--- src/logic/srh_map.svh ---
// Selector codes, reset values and bit positions of the status reporting hierarchy.
// Assumes inclusion by the package and by every design module; it holds definitions only.
`ifndef SRH_MAP_SVH
`define SRH_MAP_SVH
`define SRH_GRP_OPER   2'h0
`define SRH_GRP_QUES   2'h1
`define SRH_GRP_STD    2'h2
`define SRH_GRP_TOP    2'h3
`define SRH_PART_LIVE  3'h0
`define SRH_PART_RISE  3'h1
`define SRH_PART_FALL  3'h2
`define SRH_PART_LATCH 3'h3
`define SRH_PART_MASK  3'h4
`define SRH_RISE_RESET 16'h7FFF
`define SRH_FALL_RESET 16'h0000
`define SRH_MASK_RESET 16'h0000
`define SRH_PART_VALID 16'h7FFF
`define SRH_STD_RESET  8'h00
`define SRH_SRE_RESET  8'h00
`define SRH_SRE_USED   8'hBF
`define SRH_STB_ERRQ   2
`define SRH_STB_QUES   3
`define SRH_STB_MAV    4
`define SRH_STB_ESB    5
`define SRH_STB_MSS    6
`define SRH_STB_OPER   7
`endif

--- src/logic/srh_pkg.sv ---
// Types shared by the status reporting hierarchy.
// Assumes the map header sits on the include path.
package srh_pkg;
`include "srh_map.svh"
   // Which register group a command addresses.
   typedef enum logic [1:0] {
      SRH_OPER = `SRH_GRP_OPER,
      SRH_QUES = `SRH_GRP_QUES,
      SRH_STD  = `SRH_GRP_STD,
      SRH_TOP  = `SRH_GRP_TOP
   } srh_grp_e;
   // Which part of the group a command addresses.
   typedef enum logic [2:0] {
      SRH_LIVE  = `SRH_PART_LIVE,
      SRH_RISE  = `SRH_PART_RISE,
      SRH_FALL  = `SRH_PART_FALL,
      SRH_LATCH = `SRH_PART_LATCH,
      SRH_MASK  = `SRH_PART_MASK
   } srh_part_e;
   // One command from the controller link.
   typedef struct packed {
      logic        write;
      srh_grp_e    grp;
      srh_part_e   part;
      logic [15:0] wdata;
   } srh_cmd_s;
   // The five parts of one detailed status register.
   typedef struct packed {
      logic [15:0] live;
      logic [15:0] rise;
      logic [15:0] fall;
      logic [15:0] latch;
      logic [15:0] mask;
   } srh_parts_s;
endpackage : srh_pkg

--- src/logic/srh_status_reg.sv ---
// One detailed status register: live, rising filter, falling filter, latched events, mask.
// Assumes live_in is synchronous to sys_clk and clr_events is a one-cycle read pulse.
`timescale 1ns/1ps
`include "srh_map.svh"
module srh_status_reg (
   input  wire logic                sys_clk,
   input  wire logic                rst_n,
   input  wire logic [14:0]         live_in,
   input  wire logic                wr_en,
   input  wire srh_pkg::srh_part_e  wr_part,
   input  wire logic [15:0]         wr_data,
   input  wire logic                clr_events,
   output srh_pkg::srh_parts_s      parts,
   output logic                     summary
);
   logic [15:0] live_reg;   // Last sampled status.
   logic [15:0] rise_reg;   // Rising filter.
   logic [15:0] fall_reg;   // Falling filter.
   logic [15:0] latch_reg;  // Latched events.
   logic [15:0] mask_reg;   // Event mask.
   logic [15:0] live_next;  // Status about to be sampled.
   logic [15:0] rise_hit;   // Passed rising transitions.
   logic [15:0] fall_hit;   // Passed falling transitions.
   logic [15:0] hit;        // All passed transitions.

   // Bit 15 is tied low, so every part reads as a non-negative number.
   assign live_next = {1'b0, live_in};
   assign rise_hit  = live_next & ~live_reg & rise_reg;
   assign fall_hit  = ~live_next & live_reg & fall_reg;
   assign hit       = rise_hit | fall_hit;

   // The live part only samples status; no command path reaches it.
   always_ff @(posedge sys_clk) begin
      if (!rst_n) live_reg <= 16'h0000;
      else live_reg <= live_next;
   end

   // Filters and mask are plain storage; reads never touch them.
   always_ff @(posedge sys_clk) begin
      if (!rst_n) begin
         rise_reg <= `SRH_RISE_RESET;
         fall_reg <= `SRH_FALL_RESET;
         mask_reg <= `SRH_MASK_RESET;
      end else if (wr_en) begin
         if (wr_part == srh_pkg::SRH_RISE) rise_reg <= wr_data & `SRH_PART_VALID;
         if (wr_part == srh_pkg::SRH_FALL) fall_reg <= wr_data & `SRH_PART_VALID;
         if (wr_part == srh_pkg::SRH_MASK) mask_reg <= wr_data & `SRH_PART_VALID;
      end
   end

   // Events stick until read; a transition in the clearing cycle wins over the clear.
   always_ff @(posedge sys_clk) begin
      if (!rst_n) latch_reg <= 16'h0000;
      else latch_reg <= (clr_events ? 16'h0000 : latch_reg) | hit;
   end

   assign parts   = '{live: live_reg, rise: rise_reg, fall: fall_reg, latch: latch_reg, mask: mask_reg};
   assign summary = |(latch_reg & mask_reg);
endmodule : srh_status_reg

--- src/logic/srh_srq_gen.sv ---
// Service request edge detector behind the status byte.
// Assumes req_vec is the status byte already masked by the service request mask.
`timescale 1ns/1ps
`include "srh_map.svh"
module srh_srq_gen (
   input  wire logic       sys_clk,
   input  wire logic       rst_n,
   input  wire logic [7:0] req_vec,
   input  wire logic       poll_clear,
   output logic            srq_pulse,
   output logic            srq_pending
);
   logic [7:0] req_prev;  // Masked status byte one cycle ago.
   logic       new_req;   // Some enabled bit has just risen.

   assign new_req = |(req_vec & ~req_prev);

   // Previous vector for edge detection.
   always_ff @(posedge sys_clk) begin
      if (!rst_n) req_prev <= 8'h00;
      else req_prev <= req_vec;
   end

   // One-cycle request pulse plus a pending flag that a serial poll clears; a new request wins.
   always_ff @(posedge sys_clk) begin
      if (!rst_n) begin
         srq_pulse   <= 1'b0;
         srq_pending <= 1'b0;
      end else begin
         srq_pulse   <= new_req;
         srq_pending <= (poll_clear ? 1'b0 : srq_pending) | new_req;
      end
   end
endmodule : srh_srq_gen

--- src/logic/srh_top.sv ---
// Status reporting hierarchy: operation and questionable registers, the standard
// event pair, the status byte with its service request mask, and the command port.
// Assumes commands and status inputs are synchronous to sys_clk; one command per cycle.
// Answers are registered on the taking edge itself; writes give no answer.
`timescale 1ns/1ps
`include "srh_map.svh"
module srh_top (
   input  wire logic             sys_clk,
   input  wire logic             rst_n,
   input  wire logic [14:0]      oper_live_in,
   input  wire logic [14:0]      ques_live_in,
   input  wire logic [7:0]       std_event_in,
   input  wire logic             err_queue_nonempty,
   input  wire logic             out_buf_has_msg,
   input  wire logic             cmd_valid,
   input  wire srh_pkg::srh_cmd_s cmd,
   input  wire logic             poll_req,
   output logic                  resp_valid,
   output logic [15:0]           resp_data,
   output logic [7:0]            top_status_byte,
   output logic                  srq_pulse,
   output logic                  srq_pending
);
   // Command decode.
   logic        cmd_take;      // Command accepted this cycle.
   logic        wr_take;       // Accepted write.
   logic        rd_take;       // Accepted read.
   logic        oper_wr;       // Write aimed at the operation register.
   logic        ques_wr;       // Write aimed at the questionable register.
   logic        oper_clr;      // Clearing read of operation events.
   logic        ques_clr;      // Clearing read of questionable events.
   logic        std_clr;       // Clearing read of the standard event register.
   logic        ese_wr;        // Write to the standard event mask.
   logic        sre_wr;        // Write to the service request mask.

   // Register state owned here.
   logic [7:0]  standard_event_register;  // Sticky standard events.
   logic [7:0]  standard_event_mask;      // Mask of standard events.
   logic [7:0]  sre_mask_reg;             // Service request mask.
   logic [7:0]  stb_body;                 // Status byte bits other than bit 6.
   logic [7:0]  stb_next;                 // Full status byte before the register.
   logic [7:0]  req_vec;                  // Status bits that may raise a request.
   logic        esb_next;                 // Standard event summary.

   // Outputs of the two detailed registers.
   srh_pkg::srh_parts_s oper_parts;       // Operation register parts.
   srh_pkg::srh_parts_s ques_parts;       // Questionable register parts.
   logic        oper_sum;                 // Operation summary.
   logic        ques_sum;                 // Questionable summary.

   // Rebuilt summaries, read only by the checks at the end.
   logic        oper_sum_chk;             // Operation summary rebuilt from its parts.
   logic        ques_sum_chk;             // Questionable summary rebuilt from its parts.

   // A poll takes the port; a command offered in the same cycle is dropped,
   // because the answer path carries only one word per cycle.
   assign cmd_take = cmd_valid && !poll_req;
   assign wr_take  = cmd_take && cmd.write;
   assign rd_take  = cmd_take && !cmd.write;

   // Group decode for writes and clearing reads. Writes aimed at the live or
   // latched part match no storage below, so both stay read-only from the
   // link without any extra refusal logic.
   assign oper_wr  = wr_take && (cmd.grp == srh_pkg::SRH_OPER);
   assign ques_wr  = wr_take && (cmd.grp == srh_pkg::SRH_QUES);
   assign oper_clr = rd_take && (cmd.grp == srh_pkg::SRH_OPER) && (cmd.part == srh_pkg::SRH_LATCH);
   assign ques_clr = rd_take && (cmd.grp == srh_pkg::SRH_QUES) && (cmd.part == srh_pkg::SRH_LATCH);
   assign std_clr  = rd_take && (cmd.grp == srh_pkg::SRH_STD) && (cmd.part == srh_pkg::SRH_LATCH);
   assign ese_wr   = wr_take && (cmd.grp == srh_pkg::SRH_STD) && (cmd.part == srh_pkg::SRH_MASK);
   assign sre_wr   = wr_take && (cmd.grp == srh_pkg::SRH_TOP) && (cmd.part == srh_pkg::SRH_MASK);

   // Operation detailed register.
   srh_status_reg u_oper (
      .sys_clk    (sys_clk),
      .rst_n      (rst_n),
      .live_in    (oper_live_in),
      .wr_en      (oper_wr),
      .wr_part    (cmd.part),
      .wr_data    (cmd.wdata),
      .clr_events (oper_clr),
      .parts      (oper_parts),
      .summary    (oper_sum)
   );

   // Questionable detailed register.
   srh_status_reg u_ques (
      .sys_clk    (sys_clk),
      .rst_n      (rst_n),
      .live_in    (ques_live_in),
      .wr_en      (ques_wr),
      .wr_part    (cmd.part),
      .wr_data    (cmd.wdata),
      .clr_events (ques_clr),
      .parts      (ques_parts),
      .summary    (ques_sum)
   );

   // Standard event register: events stick until read, and a new event
   // arriving in the clearing cycle is kept.
   always_ff @(posedge sys_clk) begin
      if (!rst_n) standard_event_register <= `SRH_STD_RESET;
      else standard_event_register <= (std_clr ? 8'h00 : standard_event_register) | std_event_in;
   end

   // Standard event mask, written by command, unchanged by reads.
   // Its reset value keeps the summary bit quiet until a mask is written.
   always_ff @(posedge sys_clk) begin
      if (!rst_n) standard_event_mask <= `SRH_STD_RESET;
      else if (ese_wr) standard_event_mask <= cmd.wdata[7:0];
   end

   // Service request mask keeps bit 6 as written; the request logic ignores it.
   // Keeping the bit lets a read-back return exactly what was written.
   always_ff @(posedge sys_clk) begin
      if (!rst_n) sre_mask_reg <= `SRH_SRE_RESET;
      else if (sre_wr) sre_mask_reg <= cmd.wdata[7:0];
   end

   // The summary of the standard pair is a level, so it rises with the first
   // enabled event and falls once that event is read away.
   assign esb_next = |(standard_event_register & standard_event_mask);

   // Status byte bits other than bit 6; bits 0 and 1 are unused and read zero.
   // The error queue flag arrives as a level from outside this block.
   always_comb begin
      stb_body                = 8'h00;
      stb_body[`SRH_STB_ERRQ] = err_queue_nonempty;
      stb_body[`SRH_STB_QUES] = ques_sum;
      stb_body[`SRH_STB_MAV]  = out_buf_has_msg;
      stb_body[`SRH_STB_ESB]  = esb_next;
      stb_body[`SRH_STB_OPER] = oper_sum;
   end

   // Only enabled bits outside bit 6 may request service.
   // Bit 6 is cut here so that the summary cannot feed back into itself.
   assign req_vec = stb_body & sre_mask_reg & `SRH_SRE_USED;

   // Bit 6 summarises every other enabled bit.
   always_comb begin
      stb_next               = stb_body;
      stb_next[`SRH_STB_MSS] = |req_vec;
   end

   // The status byte is registered so the pin view is glitch free; it lags
   // the lower registers by one cycle.
   always_ff @(posedge sys_clk) begin
      if (!rst_n) top_status_byte <= 8'h00;
      else top_status_byte <= stb_next;
   end

   // Rising edges of the masked status byte raise the service request.
   // The poll strobe also clears the pending flag; a request that rises in
   // the poll cycle wins, so it cannot be lost between two polls.
   srh_srq_gen u_srq (
      .sys_clk     (sys_clk),
      .rst_n       (rst_n),
      .req_vec     (req_vec),
      .poll_clear  (poll_req),
      .srq_pulse   (srq_pulse),
      .srq_pending (srq_pending)
   );

   // Picks the word a read returns; unknown selectors read zero.
   // Eight-bit registers answer in the low byte with the upper byte zero.
   function automatic logic [15:0] read_mux(
      input srh_pkg::srh_grp_e   grp,
      input srh_pkg::srh_part_e  part,
      input srh_pkg::srh_parts_s op,
      input srh_pkg::srh_parts_s qu,
      input logic [7:0]          stb,
      input logic [7:0]          service_request_mask,
      input logic [7:0]          ser,
      input logic [7:0]          sem
   );
      srh_pkg::srh_parts_s sel;
      logic [15:0]         word;
      sel  = (grp == srh_pkg::SRH_QUES) ? qu : op;
      word = 16'h0000;
      case (grp)
         srh_pkg::SRH_OPER, srh_pkg::SRH_QUES: begin
            case (part)
               srh_pkg::SRH_LIVE:  word = sel.live;
               srh_pkg::SRH_RISE:  word = sel.rise;
               srh_pkg::SRH_FALL:  word = sel.fall;
               srh_pkg::SRH_LATCH: word = sel.latch;
               srh_pkg::SRH_MASK:  word = sel.mask;
               default:            word = 16'h0000;
            endcase
         end
         srh_pkg::SRH_STD: begin
            case (part)
               srh_pkg::SRH_LATCH: word = {8'h00, ser};
               srh_pkg::SRH_MASK:  word = {8'h00, sem};
               default:            word = 16'h0000;
            endcase
         end
         srh_pkg::SRH_TOP: begin
            case (part)
               srh_pkg::SRH_LIVE:  word = {8'h00, stb};
               srh_pkg::SRH_MASK:  word = {8'h00, service_request_mask};
               default:            word = 16'h0000;
            endcase
         end
         default: word = 16'h0000;
      endcase
      return word;
   endfunction : read_mux

   // Answers: one cycle after a read or a poll. A clearing read returns the
   // contents from before the clear, since the clear lands on the same edge.
   // A poll wins the port, so its answer is never mixed with a read's.
   always_ff @(posedge sys_clk) begin
      if (!rst_n) begin
         resp_valid <= 1'b0;
         resp_data  <= 16'h0000;
      end else begin
         resp_valid <= rd_take || poll_req;
         if (poll_req) begin
            resp_data <= {8'h00, top_status_byte};
         end else if (rd_take) begin
            resp_data <= read_mux(cmd.grp, cmd.part, oper_parts, ques_parts, top_status_byte,
                                  sre_mask_reg, standard_event_register, standard_event_mask);
         end
      end
   end

   // Checks on the status byte and the answer path. Each summary is rebuilt
   // from the exported parts, so a broken summary wire cannot vouch for itself.
   assign oper_sum_chk = |(oper_parts.latch & oper_parts.mask);
   assign ques_sum_chk = |(ques_parts.latch & ques_parts.mask);
endmodule : srh_top

--- config.mk ---
export PLATFORM = sky130hd
export DESIGN_NAME = srh_top
export DESIGN_NICKNAME = d
export VERILOG_FILES = /design/src/logic/srh_pkg.sv /design/src/logic/srh_status_reg.sv /design/src/logic/srh_srq_gen.sv /design/src/logic/srh_top.sv
export VERILOG_INCLUDE_DIRS = /design/src /design/src/logic
export SDC_FILE = /design/constraint.sdc
export NUM_CORES = 1
export LEC_CHECK = 0
export BUFFER_PORTS_ARGS = -buffer_cell sky130_fd_sc_hd__buf_2
export CAP_MARGIN = 20
export CORE_ASPECT_RATIO = 2
export CORE_MARGIN = 2
export CORE_UTILIZATION = 45
export CTS_BUF_LIST = sky130_fd_sc_hd__clkbuf_4 sky130_fd_sc_hd__clkbuf_8
export DETAILED_ROUTE_END_ITERATION = 6
export PLACE_DENSITY = 0.66
export SKIP_CTS_REPAIR_TIMING = 1
export SYNTH_ARGS = -nofsm -noshare
export SYNTH_HDL_FRONTEND = slang
export SYNTH_SLANG_ARGS = --single-unit
--- constraint.sdc ---
create_clock -name sys_clk -period 1.95 [get_ports sys_clk]
set_input_delay 0.39 -clock sys_clk [delete_from_list [all_inputs] [get_ports sys_clk]]
set_output_delay 0.39 -clock sys_clk [all_outputs]
set_load 0.02 [all_outputs]
==> reports/summary.txt <==
Status -> finished, final reports clean
HPWL Detailed -> 21,240 µm
Hold Path Stages -> 3
Area of the mapped netlist -> 0.009075 mm²
Synth-to-Final Area Change -> 20.12%
Yosys top cell by area -> dfxtp_1
Global-route track usage on met2 -> 50.07%
Post-route insts no fill -> 1,549
Largest net degree at the start of global routing -> 73
Worst Hold Path EP -> standard_event_register[7]
Unrepaired setup endpoints after global routing -> no
Sink Count -> 203
Number of global-route vias before repair -> 8,639
Worst-path maximum fanout -> 3
Pleak -> 4.349 nW
GR peak layer -> met2
Tightest Pin Transition -> 0.7460 ns
PD cells -> 810.7 mW/mm²
Remaining global-route overflow -> 0
Worst reg2reg setup slack -> 0.17 ns
Die Y -> 204.8 µm
Gr usage total -> 27.31%
Placed Cells -> 1,495
Final #Nets -> 1,332
Clk buf depth -> 3
First-pass GRT wire length -> 45,740 µm
First drt pass iteration count -> 7
Met3 Track Usage GR -> 3.373%
Root Driver -> clkbuf_8
# IOs -> 93
Finish-stage setup viols -> 0
Worst r2r dst -> top_status_byte[6]
WP data arrival -> 2.26 ns
Die X -> 104.4 µm
Final Core Density -> 55.00%
Worst hold path class -> in -> reg
WL final -> 29,690 µm
Met1 Use GR -> 28.95%
H-tree Lvls -> 1
Final WS setup -> 0.1650 ns
Final Hold Viols -> 0
Post-DRT Antenna Nets -> 0
Clock latency on the worst-skew pair -> 0.59 ns
CP Data Required Time -> 2.43 ns
FF+latch count, synth -> 203
Die ar. -> 0.02139 mm²
Minimum setup slack after placement -> -0.04913 ns
Reg clk slew, reported paths -> 0.07 ns
Layout cell share with drive strength beyond 1 -> 20.12%
CTS tree -> yes
Yosys top cell area share -> 44.78%
Placeable Area -> 0.01982 mm²
Initial antenna violation count -> 0
Initial drt markers -> 644
Total number of vias -> 8,795
Crit path kind -> reg -> reg
Final Max Tran Viols -> 0
Number of synthesized flops with an enable pin -> 0
Synth cell types -> 56
Vias per cell -> 5.678
Max Cap Viol -> 0
Setup Skew -> 0.02685 ns
Relative slew slack -> 50.27%
Highest clock rate -> 0.5602 GHz
FFs w/ async S/R, synth -> 0%
Post-Syn Instances -> 1,130
Synth Flop Type -> dfxtp_1
Routability cong. -> 0.9061
Sequential-to-total area share from yosys stat -> 44.78%
Tcrit/Tclk final -> 91.54%
Wire length per cell -> 19.17 µm
Avg Cell Area, Syn -> 8.031 µm²
Critical path capture point type -> flop
Launching point of the worst reg2reg path -> u_oper.latch_reg[2]
Worst Setup Start Kind -> flop
CTS Buf Count -> 30
N_diodes -> 0
Buffers on Ports -> 88
Max IR drop VDD -> 0.6196 mV
Synth Warn # -> 0
Crit path time final -> 1.785 ns
Hold Path Origin -> std_event_in[7]
Row Count -> 73
Initial core utilization -> 45.79%
R2r worst-path depth -> 6
Dominant cells by area after synthesis -> dfxtp_1 (45%), nand2_1 (11%), a21oi_1 (7.6%), mux2i_1 (6.0%), nand3_1 (3.5%)
Fill cells -> 1,873
Residual DRC -> 0
## synth_stat cells (all sizes together), types with 5 or more instances
cell	count
nor2b	5
a221oi	12
o21ai	53
buf	44
and2	35
nand2b	5
nand2	270
mux2i	54
nor3	10
nor2	82
dfxtp	203
a21oi	139
clkbuf	34
a22oi	26
nand3	63
o311ai	5
o22ai	16
nor4	7
nand3b	32
## cell families (layout without fill, tap and decap cells)
family,after synthesis,in the layout,synth area share (%)
AOI/OAI and AO/OA,262,262,16.81
buffers and inverters,81,236,4.743
DFF,203,203,44.78
muxes,57,57,6.328
other,1,3,0.04132
and+or+nand+nor,526,526,27.30
## how the worst max path moves through the flow
stage,startpoint,endpoint,slack (ns),cells after the start
floorplan,cmd[20],resp_data[12],0.28,9
global placement,cmd[18],resp_data[4],-0.06,8
detailed placement,cmd[18],resp_data[4],-0.05,8
CTS,u_ques.latch_reg[6],u_srq.srq_pending,0.15,7
global route,u_oper.latch_reg[2],top_status_byte[6],0.02,6
finish,u_oper.latch_reg[2],top_status_byte[6],0.17,6
## report_power, final
part	total (mW)	switching [mW]	internal (mW)
Combinational	0.766	0.460	0.306
Sequential	4.36	0.102	4.26
Clock	3.71	1.68	2.03
Total	8.84	2.24	6.60
## stage by stage
| step | hold slack (ns) | TNS [ns] | area (µm²) | total power, mW |
|---|---|---|---|---|
| after floorplan | 0.4455 | 0 | 9082 | 4.866 |
| after global placement | 0.4390 | -0.06656 | 10250 | 5.189 |
| after detailed placement | 0.4388 | -0.07486 | 10250 | 5.202 |
| after CTS | -0.02426 | 0 | 10890 | 8.898 |
| after global routing | 0.008638 | 0 | 10900 | 9.147 |
| final | 0.0004772 | 0 | 10900 | 8.837 |
## final cells by class
type / count / area (µm²) / share of cell area [%]
inverter: 3 / 12.51 / 0.1148
timing repair buffer: 180 / 1246 / 11.43
multi-input combinational: 848 / 4607 / 42.26
clock inverter: 5 / 57.56 / 0.5280
tap: 262 / 327.8 / 3.007
sequential: 203 / 4064 / 37.28
clock buffer: 48 / 585.6 / 5.372
## routing by layer
metal	share of wire (%)	routed length, µm
met4	6.1	1811
met5	0	0
met1	37	10970
met3	5.4	1605
met2	52	15310
## cells in the final DEF, fill, tap and decap left out, types with 4 or more instances in the layout
master | synthesis | routed
nand2_1 | 269 | 269
dfxtp_1 | 203 | 203
a21oi_1 | 138 | 138
buf_2 | 26 | 88
buf_4 | 12 | 82
nor2_1 | 76 | 76
nand3_1 | 63 | 63
mux2i_1 | 54 | 54
o21ai_0 | 42 | 42
clkbuf_8 | 0 | 36
and2_1 | 35 | 35
nand3b_1 | 31 | 31
a22oi_1 | 26 | 26
o22ai_1 | 16 | 16
clkbuf_4 | 0 | 12
o21ai_1 | 11 | 11
a221oi_1 | 11 | 11
buf_12 | 0 | 9
nor3_1 | 9 | 8
nor4_1 | 7 | 7
nor2_4 | 5 | 5
o311ai_1 | 5 | 5
nand4_1 | 4 | 4
## critical path: stages, from the launching register on
cell,delay (ns)
dfxtp_1,0.35
a222oi_1,0.33
nand3_1,0.25
o21ai_0,0.32
buf_4,0.17
nand4_1,0.09
a22o_1,0.19
Power figures use the tool's default switching activity.
